### src/design/cycle_timing_pkg.sv
// cycle_timing_pkg: types and constants for the instruction cycle-timing model.
// assumes: shared by the timing table and the model top; single clock domain.
package cycle_timing_pkg;

  // ----------------------------------------------------------------
  // counts and widths
  // ----------------------------------------------------------------
  localparam int          CLK_W            = 16;
  localparam int          CNT_W            = 8;
  localparam int          ACC_W            = 32;
  localparam logic [15:0] LOAD_PER_REG     = 16'h0004;
  localparam logic [15:0] STORE_PER_REG    = 16'h0003;
  localparam logic [31:0] ACC_RESET        = 32'h0000_0000;

  // ----------------------------------------------------------------
  // selectors
  // ----------------------------------------------------------------
  typedef enum logic [1:0] {
    CASE_BEST  = 2'h0,
    CASE_CACHE = 2'h1,
    CASE_WORST = 2'h2
  } case_sel_t;

  // which address-time figure is added to the table entry
  typedef enum logic [2:0] {
    FN_NONE      = 3'h0,
    FN_FETCH_EA  = 3'h1,
    FN_CALC_EA   = 3'h2,
    FN_CALC_IMM  = 3'h3,
    FN_FETCH_IMM = 3'h4
  } foot_t;

  typedef enum logic [5:0] {
    I_EXG, I_CTRL_TO_REG, I_REG_TO_CTRL, I_PSW_TO_REG, I_PSW_TO_MEM, I_EA_TO_CCR,
    I_EA_TO_SR, I_MULTI_REG_LOAD, I_MULTI_REG_STORE, I_PERIPH_W_TO_MEM,
    I_PERIPH_L_TO_MEM, I_PERIPH_W_TO_REG, I_PERIPH_L_TO_REG, I_ALT_SPACE_LOAD,
    I_ALT_SPACE_STORE, I_MOVE_USP, I_SWAP,
    I_ADD_EA_DN, I_ADDA, I_ADD_DN_EA, I_AND_EA_DN, I_AND_DN_EA, I_EOR_DN_DN,
    I_EOR_DN_MEM, I_OR_EA_DN, I_OR_DN_EA, I_SUB_EA_DN, I_SUBA, I_SUB_DN_EA,
    I_CMP, I_CMPA, I_CMP2, I_MUL_W, I_MUL_L, I_DIVU_W, I_DIVU_L, I_DIVS_W, I_DIVS_L,
    I_QUICK_LOAD, I_ADDQ_RN, I_ADDQ_MEM, I_SUBQ_RN, I_SUBQ_MEM, I_ADDI_DN,
    I_ADDI_MEM, I_ANDI_DN, I_ANDI_MEM, I_EORI_DN, I_EORI_MEM, I_ORI_DN, I_ORI_MEM,
    I_SUBI_DN, I_SUBI_MEM, I_CMPI
  } instr_t;

  // ----------------------------------------------------------------
  // carriers
  // ----------------------------------------------------------------
  typedef struct packed {
    logic [CLK_W-1:0] clocks;
    logic [CNT_W-1:0] reads;
    logic [CNT_W-1:0] prefetches;
    logic [CNT_W-1:0] writes;
  } timing_t;

  // address-time figures for the requested case, from the sequencer
  typedef struct packed {
    timing_t fetch_ea;
    timing_t calc_ea;
    timing_t calc_imm;
    timing_t fetch_imm;
  } addr_time_t;

  typedef struct packed {
    logic [7:0] best;
    logic [7:0] cache;
    logic [7:0] worst;
    logic [3:0] reads;
    logic [3:0] writes;
    logic [1:0] worst_pf;
    foot_t      foot;
  } row_t;

endpackage

### src/design/cycle_timing_table.sv
// cycle_timing_table: per-instruction table entry lookup, purely combinational.
// assumes: instantiated by the model top; the instruction code is already registered
// or stable for the cycle.
`timescale 1ns/1ps
`default_nettype none
module cycle_timing_table (
  // lookup
  input  wire cycle_timing_pkg::instr_t i_instr,
  output var cycle_timing_pkg::row_t    o_row
);
  import cycle_timing_pkg::*;

  function automatic row_t mk(input logic [7:0] b, input logic [7:0] c, input logic [7:0] w,
                              input logic [3:0] r, input logic [3:0] wr,
                              input logic [1:0] p, input foot_t f);
    mk = '{best: b, cache: c, worst: w, reads: r, writes: wr, worst_pf: p, foot: f};
  endfunction

  // only the worst case shows a prefetch; best and cache prefetch nothing
  always_comb begin
    case (i_instr)
      I_EXG, I_MOVE_USP:
        o_row = mk(8'h00, 8'h02, 8'h03, 4'h0, 4'h0, 2'h1, FN_NONE);
      I_CTRL_TO_REG:     o_row = mk(8'h03, 8'h06, 8'h07, 4'h0, 4'h0, 2'h1, FN_NONE);
      I_REG_TO_CTRL:     o_row = mk(8'h09, 8'h0C, 8'h0D, 4'h0, 4'h0, 2'h1, FN_NONE);
      I_PSW_TO_REG:      o_row = mk(8'h01, 8'h04, 8'h05, 4'h0, 4'h0, 2'h1, FN_NONE);
      I_PSW_TO_MEM:      o_row = mk(8'h05, 8'h05, 8'h07, 4'h0, 4'h1, 2'h1, FN_CALC_EA);
      I_EA_TO_CCR:       o_row = mk(8'h04, 8'h04, 8'h05, 4'h0, 4'h0, 2'h1, FN_FETCH_EA);
      I_EA_TO_SR:        o_row = mk(8'h08, 8'h08, 8'h0B, 4'h0, 4'h0, 2'h2, FN_FETCH_EA);
      I_MULTI_REG_LOAD:  o_row = mk(8'h08, 8'h08, 8'h09, 4'h0, 4'h0, 2'h1, FN_CALC_IMM);
      I_MULTI_REG_STORE: o_row = mk(8'h04, 8'h04, 8'h05, 4'h0, 4'h0, 2'h1, FN_CALC_IMM);
      I_PERIPH_W_TO_MEM: o_row = mk(8'h08, 8'h0B, 8'h0B, 4'h0, 4'h2, 2'h1, FN_NONE);
      I_PERIPH_L_TO_MEM: o_row = mk(8'h0E, 8'h11, 8'h11, 4'h0, 4'h4, 2'h1, FN_NONE);
      I_PERIPH_W_TO_REG: o_row = mk(8'h0A, 8'h0C, 8'h0C, 4'h2, 4'h0, 2'h1, FN_NONE);
      I_PERIPH_L_TO_REG: o_row = mk(8'h10, 8'h12, 8'h12, 4'h4, 4'h0, 2'h1, FN_NONE);
      I_ALT_SPACE_LOAD:  o_row = mk(8'h07, 8'h07, 8'h08, 4'h1, 4'h0, 2'h1, FN_CALC_IMM);
      I_ALT_SPACE_STORE: o_row = mk(8'h05, 8'h05, 8'h07, 4'h0, 4'h1, 2'h1, FN_CALC_IMM);
      I_SWAP:            o_row = mk(8'h01, 8'h04, 8'h04, 4'h0, 4'h0, 2'h1, FN_NONE);
      // arithmetic and logical; worst case carries the next prefetch
      I_ADD_EA_DN, I_ADDA, I_AND_EA_DN, I_EOR_DN_DN, I_OR_EA_DN, I_SUB_EA_DN, I_SUBA,
      I_CMP:
        o_row = mk(8'h00, 8'h02, 8'h03, 4'h0, 4'h0, 2'h1, FN_FETCH_EA);
      I_ADD_DN_EA, I_AND_DN_EA, I_EOR_DN_MEM, I_OR_DN_EA, I_SUB_DN_EA:
        o_row = mk(8'h03, 8'h04, 8'h06, 4'h0, 4'h1, 2'h1, FN_FETCH_EA);
      I_CMPA:   o_row = mk(8'h01, 8'h04, 8'h04, 4'h0, 4'h0, 2'h1, FN_FETCH_EA);
      I_CMP2:   o_row = mk(8'h10, 8'h12, 8'h12, 4'h1, 4'h0, 2'h1, FN_FETCH_IMM);
      I_MUL_W:  o_row = mk(8'h19, 8'h1B, 8'h1C, 4'h0, 4'h0, 2'h1, FN_FETCH_EA);
      I_MUL_L:  o_row = mk(8'h29, 8'h2B, 8'h2C, 4'h0, 4'h0, 2'h1, FN_FETCH_IMM);
      I_DIVU_W: o_row = mk(8'h2A, 8'h2C, 8'h2C, 4'h0, 4'h0, 2'h1, FN_FETCH_EA);
      I_DIVU_L: o_row = mk(8'h4C, 8'h4E, 8'h4F, 4'h0, 4'h0, 2'h1, FN_FETCH_IMM);
      I_DIVS_W: o_row = mk(8'h36, 8'h38, 8'h39, 4'h0, 4'h0, 2'h1, FN_FETCH_EA);
      I_DIVS_L: o_row = mk(8'h58, 8'h5A, 8'h5B, 4'h0, 4'h0, 2'h1, FN_FETCH_IMM);
      // immediate forms: ADDI/ANDI/EORI/ORI/SUBI/CMPI figures add fetching the immediate source; quick forms do not
      I_QUICK_LOAD, I_ADDQ_RN, I_SUBQ_RN:
        o_row = mk(8'h00, 8'h02, 8'h03, 4'h0, 4'h0, 2'h1, FN_NONE);
      I_ADDQ_MEM, I_SUBQ_MEM:
        o_row = mk(8'h03, 8'h04, 8'h06, 4'h0, 4'h1, 2'h1, FN_FETCH_EA);
      I_ADDI_DN, I_ANDI_DN, I_EORI_DN, I_ORI_DN, I_SUBI_DN, I_CMPI:
        o_row = mk(8'h00, 8'h02, 8'h03, 4'h0, 4'h0, 2'h1, FN_FETCH_IMM);
      I_ADDI_MEM, I_ANDI_MEM, I_EORI_MEM, I_ORI_MEM, I_SUBI_MEM:
        o_row = mk(8'h03, 8'h04, 8'h06, 4'h0, 4'h1, 2'h1, FN_FETCH_IMM);
      default:  o_row = mk(8'h00, 8'h00, 8'h00, 4'h0, 4'h0, 2'h0, FN_NONE);
    endcase
  end

endmodule // cycle_timing_table
`default_nettype wire

### config.mk
export PLATFORM = sky130hd
export DESIGN_NAME = cycle_timing_table
export DESIGN_NICKNAME = d
export VERILOG_FILES = /design/src/design/cycle_timing_pkg.sv /design/src/design/cycle_timing_table.sv
export SDC_FILE = /design/constraint.sdc
export NUM_CORES = 1
export LEC_CHECK = 0
export ABC_CLOCK_PERIOD_IN_PS = 1700
export BUFFER_PORTS_ARGS = -buffer_cell sky130_fd_sc_hd__buf_4
export CORE_AREA = 8 8 60 62
export DETAILED_ROUTE_END_ITERATION = 8
export DIE_AREA = 0 0 68 70
export GPL_TIMING_DRIVEN = 1
export PLACE_DENSITY = 0.83
export SLEW_MARGIN = 5
export SYNTH_ARGS = -nofsm -noshare
export SYNTH_HDL_FRONTEND = slang
export SYNTH_SLANG_ARGS = --single-unit
### constraint.sdc
create_clock -name vclk -period 1.7
set_input_delay 0.17 -clock vclk [all_inputs]
set_output_delay 0.17 -clock vclk [all_outputs]
set_load 0.05 [all_outputs]
# ---- Word level (Yosys, flattened, before mapping)
# Memories as Yosys holds them, arrays and structs flattened.
# Cells that the tools add are included.
dict set report word_totals {
  register_bits 0
  mem_bits_ro 2048
  input_bits 6
  out_inout_bits 37
  wordCells 1
  mem_count 1
}
# memory depth width rd rd_ports_with_merged_regs wr line
set memory_table {}
lappend memory_table {{(no name shown)} 64 32 1 0 0 cycle_timing_table.sv:21} ;# case (i_instr)

# ---- Longest topological paths before layout
# Gate-level depths: netlist of the first run.
# An unclocked memory read counts as a cell.
dict set report depth {
  word_depth 1
  mapped_depth 7
}

# ---- Least setup slack after synthesis of the first run
# Ideal clock, no wire load.
dict set report synth_timing {
  path_kind {in2out}
  start {input port i_instr[1]}
  end {output port o_row[31] (netlist name)}
  arrival_ps 2427
  required_ps 1530
  slack_ps -897
  cell_stages 6
  path_buffers 1
  path_cell_list {clkbuf_1 > inv_1 > ha_1 > mux2i_1 > o211a_1 > a211oi_1}
}
# item line
set synth_lines {}
lappend synth_lines {{start, declared} cycle_timing_table.sv:8} ;# input wire cycle_timing_pkg::instr_t i_instr,
lappend synth_lines {{end, declared} cycle_timing_table.sv:9} ;# output var cycle_timing_pkg::row_t o_row

==> results by group, run 1 <==
Routing
  – DRC: 0
  – Routed wire length: about 5400 um
  – Via count: about 1800
  – Wire length per cell: 18.9 um
  – DRT Pass-1 Iters: 5
  – DR iter-0 viols: around 220
  – Via-per-instance ratio: between 6 and 7
  – Final ANT Viol Nets: 0

Placement
  – Detailed placer's ending HPWL: slightly above 4000 um
  – Dpl ws: -0.0994 ns
  – Gpl congestion: around 0.95
  – I/O Buffers: 38
  – Post-Place Cells: around 290

Yosys
  – Cell area after synthesis: between 1000 and 1500 um2
  – Syn Area/Cell: between 6 and 7 um2
  – Synth warn: 0
  – Post-synthesis sequential area ratio: 0
  – Cell accounting for the most synthesized area: buf_4
  – Top cell type's share of synthesized area: 0.0862
  – Area contributors post-synth: buf_4 (8.6%), ha_1 (8.2%), nand2_1 (7.1%)
  – Cells after synthesis: ~190
  – Unique masters post-synth: between 50 and 60

GRT
  – Vias in the first global route: 1758
  – Total track usage: 0.221
  – Initial antenna violation count: 0
  – Total gr overflow: 0
  – First-pass GRT wire length: between 8000 and 9000 um
  – Largest net degree at the start of global routing: 21

Min path
  – Worst min path class: in -> out

Finish
  – Fin cells: between 200 and 300
  – Layout Utilization: 0.811
  – FF/Latch Area: 0 um2
  – Synth-to-Final Area Change: 76.9%
  – Ant diodes: 0
  – Nets@finish: approximately 270
  – Commonest non-fill, non-tap cell in the layout: buf_4
  – Clock buf count: 0
  – Fraction of layout cells with a size suffix above 1: 0.525
  – Multi-input logic area: approximately 1300 um2
  – # fillers: between 150 and 200
  – Seq_cells: 0
  – Most frequent cells in the layout: buf_4 (74), nand2_1 (21), nor2_1 (12)

Run
  – Max-capacitance violation count: 0

Power and ir drop
  – Int Power: ~0.00031 W
  – Flop pwr share: 0
  – Clock network fraction of total power: 0
  – Switching power: 0.000477 W
  – Cell Pwr Density: 364 nW/um2
  – Pwr Total: approximately 0.00078 W
  – VDD IR max: 0.280 mV
  – Leak Pwr: between 0.9 and 1 nW
  – Switch share: 0.608
  – Combinational Power Share: 1.000

Floorplanning
  – Starting Density: 0.458
  – Die area: between 4000 and 5000 um2
  – # rows: 19
  – Core Area: 2660 um2
  – Top Ports: 43
  – Die height: 70 um
  – Die X: ~68 um

STA
  – Final setup violating endpoints: 1
  – Post-layout min period: roughly 1.7 ns
  – Max frequency: between 0.5 and 0.6 GHz
  – Max Slew Vio Count: 0
  – RSZ-0062 raised after global routing: yes
  – Fin crit share: 1.00
  – Hold Vio Cnt, Final: 0
  – Setup WS post-layout: -0.00846 ns

Setup path
  – CP arrival: around 1.5 ns
  – Crit start category: primary input
  – Crit path required time: 1.53 ns
  – Worst Setup Path Type: in -> out
  – Worst Path Max Fanout: 13
  – CP endpoint kind: output port

Status
  – Failing checks: negative setup slack
  – Status: finished, violations left

CTS
  – Hold Buf Count CTS: 0
stage by stage:
stage / instance area [um2] / hold slack [ns] / TNS, ns
floorplan: 1490 / 0.628 / -0.865
global placement: 2030 / 0.877 / -0.212
detailed placement: 2030 / 0.886 / -0.329
finish: 2160 / 0.895 / -0.00846
CTS: 2070 / 0.886 / 0
global route: 2160 / 0.911 / -0.0568
final cells by class:
class,instances,area share
well taps,31,0.0180
inverters,7,0.0174
multi-input cells,160,0.603
repair buffers,90,0.361
layer usage:
metal	track usage	up-vias	wire length [um]
li1	-	838	-
met1	0.285	863	2030
met2	0.372	112	2750
met3	0.0144	19	533
met4	0.0638	0	131
met5	0	-	0
worst max-delay path: stages:
cell and delay (ns):
buf_4 0.17, clkinv_2 0.17, buf_4 0.19, nor2_1 0.18
o211ai_1 0.16, buf_4 0.19, o2111ai_4 0.10, buf_6 0.19
final timing paths:
kind              startpoint         to  slack, ns  depth (start not counted)
hold / removal    i_instr[5]  o_row[23]       0.90                          4
setup / recovery  i_instr[4]  o_row[23]     -0.008                          8
what timing repair did:
item                                    in CTS  in global routing
endpoints found under the setup margin       9                 12
pin swaps                                    2                 10
gates resized for setup                     13                 22
buffers inserted                             0                  0
cell families after synthesis:
kind of cell / count (synthesis) / synth area share
AOI/OAI and AO/OA: 67 / 0.371
and+or+nand+nor: 73 / 0.311
adders and majority gates: 9 / 0.0903
other: 1 / 0.00307
muxes: 6 / 0.0615
buffers and inverters: 35 / 0.163
cell usage after synthesis (3+ instances only):
| master | count |
|---|---|
| nand2_1 | 23 |
| buf_2 | 6 |
| nor3_1 | 3 |
| nand4_1 | 3 |
| inv_1 | 6 |
| a21oi_1 | 11 |
| a22oi_1 | 3 |
| mux2i_1 | 3 |
| a211oi_1 | 5 |
| o22ai_1 | 4 |
| nor2b_1 | 3 |
| o211ai_1 | 7 |
| nand2b_1 | 8 |
| nand3_1 | 5 |
| nor2_1 | 13 |
| ha_1 | 8 |
| o21ai_0 | 17 |
| buf_4 | 14 |
| clkbuf_1 | 6 |
power by group through the flow:
stage / Combinational, W / Sequential (W) / Clock [W]
2_1_floorplan: 0.000504 / 0 / 0
3_3_place_gp: 0.000714 / 0 / 0
3_5_place_dp: 0.000722 / 0 / 0
4_1_cts: 0.000743 / 0 / 0
5_1_grt: 0.000821 / 0 / 0
6_report: 0.000785 / 0 / 0
Power figures use the tool's default switching activity.
==> run 2: changes to the inputs <==
Settings changed: ABC_CLOCK_PERIOD_IN_PS 1700 to 1840, CORE_AREA 8 8 60 62 to 8 8 57 59, DIE_AREA 0 0 68 70 to 0 0 65 67, PLACE_DENSITY 0.83 to 0.88.
Clock period 1.7 ns to 1.84 ns, I/O delays scaled along.
==> results by group, run 2 (same netlist as run 1, synthesis figures left out) <==
Placement
  – Post-Place Cells: 272 (was 288)
  – I/O Buffers: 38 (unchanged)
  – Gpl congestion: 1.02 (was 0.954)
  – Detailed placer's ending HPWL: 3960 um (was 4030 um)
  – Dpl ws: -0.0236 ns (was -0.0994 ns)

Routing
  – DRT Pass-1 Iters: 5 (unchanged)
  – Routed wire length: 5180 um (was 5440 um)
  – Via-per-instance ratio: 6.65 (was 6.36)
  – Final ANT Viol Nets: 0 (unchanged)
  – Wire length per cell: 19.0 um (was 18.9 um)
  – Via count: 1808 (was 1832)
  – DRC: 0 (unchanged)
  – DR iter-0 viols: 221 (was 224)

STA
  – Setup WS post-layout: 0.0345 ns (was -0.00846 ns)
  – Max frequency: approximately 0.55 GHz
  – RSZ-0062 raised after global routing: yes (unchanged)
  – Final setup violating endpoints: 0 (was 1)
  – Fin Setup TNS: 0 ns (was -0.00846 ns)
  – Hold Vio Cnt, Final: 0 (unchanged)
  – Max Slew Vio Count: 0 (unchanged)
  – Worst hold slack: 0.786 ns (was 0.895 ns)
  – Post-layout min period: roughly 1.8 ns
  – Fin crit share: 0.981

Power and ir drop
  – Switch share: 0.646 (was 0.608)
  – Leak Pwr: 0.827 nW (was 0.942 nW)
  – Combinational Power Share: 1.000 (about the same)
  – Switching power: 0.000418 W (was 0.000477 W)
  – Int Power: 0.000229 W (was 0.000307 W)
  – Cell Pwr Density: 348 nW/um2 (was 364 nW/um2)
  – VDD IR max: 0.271 mV (was 0.280 mV)
  – Pwr Total: 0.000647 W (was 0.000785 W)
  – Clock network fraction of total power: 0 (about the same)
  – Flop pwr share: 0 (about the same)

Finish
  – Seq_cells: 0 (unchanged)
  – # fillers: 172 (was 177)
  – Nets@finish: 258 (was 273)
  – Synth-to-Final Area Change: 52.4% (was 76.9%)
  – Clock buf count: 0 (unchanged)
  – Ant diodes: 0 (unchanged)
  – FF/Latch Area: 0 um2 (unchanged)
  – Commonest non-fill, non-tap cell in the layout: buf_4 (unchanged)
  – Multi-input logic area: 1220 um2 (was 1300 um2)
  – Most frequent cells in the layout: buf_4 (71), nand2_1 (21), o21ai_0 (14) (was buf_4 (74), nand2_1 (21), nor2_1 (12))
  – Fraction of layout cells with a size suffix above 1: 0.442 (was 0.525)
  – Fin cells: 272 (was 288)

Setup path
  – Slowest cell on the critical path: nor2b_1 (was buf_4)
  – CP most frequent cell: buf_4 (unchanged)
  – CP endpoint kind: output port (unchanged)
  – CP max stage delay: 0.46 ns (was 0.19 ns)
  – Cell Chain, Critical Path: buf_4 > nor2b_1 > nand2_1 > o211a_1 > a211oi_2 > buf_4 (was buf_4 > clkinv_2 > buf_4 > nor2_1 > o211ai_1 > buf_4 > o2111ai_4 > buf_6)
  – Worst Path Max Fanout: 23 (was 13)
  – Worst Setup Path Type: in -> out (unchanged)
  – CP arrival: 1.62 ns (was 1.54 ns)
  – Crit path required time: 1.66 ns (was 1.53 ns)
  – Crit start category: primary input (unchanged)

Status
  – Status: finished, final reports clean (was finished, violations left)

Min path
  – Worst min path class: in -> out (unchanged)

Floorplanning
  – # rows: 18 (was 19)
  – Top Ports: 43 (unchanged)
  – Die X: 65 um (was 68 um)
  – Core Area: 2360 um2 (was 2660 um2)
  – Starting Density: 0.516 (was 0.458)
  – Die height: 67 um (was 70 um)
  – Die area: 4360 um2 (was 4760 um2)

GRT
  – Vias in the first global route: 1730 (was 1758)
  – Largest net degree at the start of global routing: 26 (was 21)
  – Initial antenna violation count: 0 (unchanged)
  – Total gr overflow: 0 (unchanged)
  – Total track usage: 0.230 (was 0.221)
  – First-pass GRT wire length: 8450 um (was 8660 um)

CTS
  – Setup repair bufs after CTS: 0 (unchanged)
  – Hold Buf Count CTS: 0 (unchanged)

Run
  – Max-capacitance violation count: 0 (unchanged)
-- run 2: cell types whose count changed in the layout (fill, tap and decap cells not counted), moves of 2 or more --
cell     previous run  this run
ha_4                4         1
buf_4              74        71
buf_6              11         4
inv_6               2         0
o21ai_2             4         1
ha_1                3         5
nor3b_2             2         0
nor3b_1             0         2
o21ai_0            11        14
inv_2               0         2
buf_12              5         0
-- run 2: layer usage --
metal,track usage,vias up,wire (um)
li1,-,800,-
met1,0.275,826,1900
met2,0.399,150,2450
met3,0.0369,32,600
met4,0.0926,0,227
met5,0,-,0
-- run 2: final cells by class --
cell class,count,area share
Inverter,7,0.0141
Timing Repair Buffer,75,0.311
Multi-Input combinational cell,160,0.655
Tap cell,30,0.0202
-- run 2: power groups by stage --
stage / clock network (W) / logic [W] / registers [W]
2_1_floorplan: 0 / 0.000447 / 0
3_3_place_gp: 0 / 0.000602 / 0
3_5_place_dp: 0 / 0.000616 / 0
4_1_cts: 0 / 0.000623 / 0
5_1_grt: 0 / 0.000679 / 0
6_report: 0 / 0.000647 / 0
-- run 2: timing repair --
action | in CTS | in global routing
gates cloned | 0 | 0
hold endpoints to repair | 0 | 0
endpoints found under the setup margin | 3 | 9
pin swaps | 0 | 1
gates resized for setup | 3 | 10
-- run 2: critical path: cells and delay by family --
family | cells | cell delay (ns)
compound gates | 2 | 0.38
buf+inv | 2 | 0.45
simple gates | 2 | 0.60
-- run 2: final timing paths --
check,startpoint,endpoint,depth (start not counted)
setup / recovery,i_instr[3],o_row[31],6
hold / removal,i_instr[4],o_row[31],3
-- run 2: per-stage QoR --
step                      instance area [um2]  utilization
final                                    1860        0.786
after global placement                   1810        0.766
after detailed placement                 1810        0.766
after floorplan                          1410            -
after CTS                                1820        0.771
after global routing                     1860        0.786
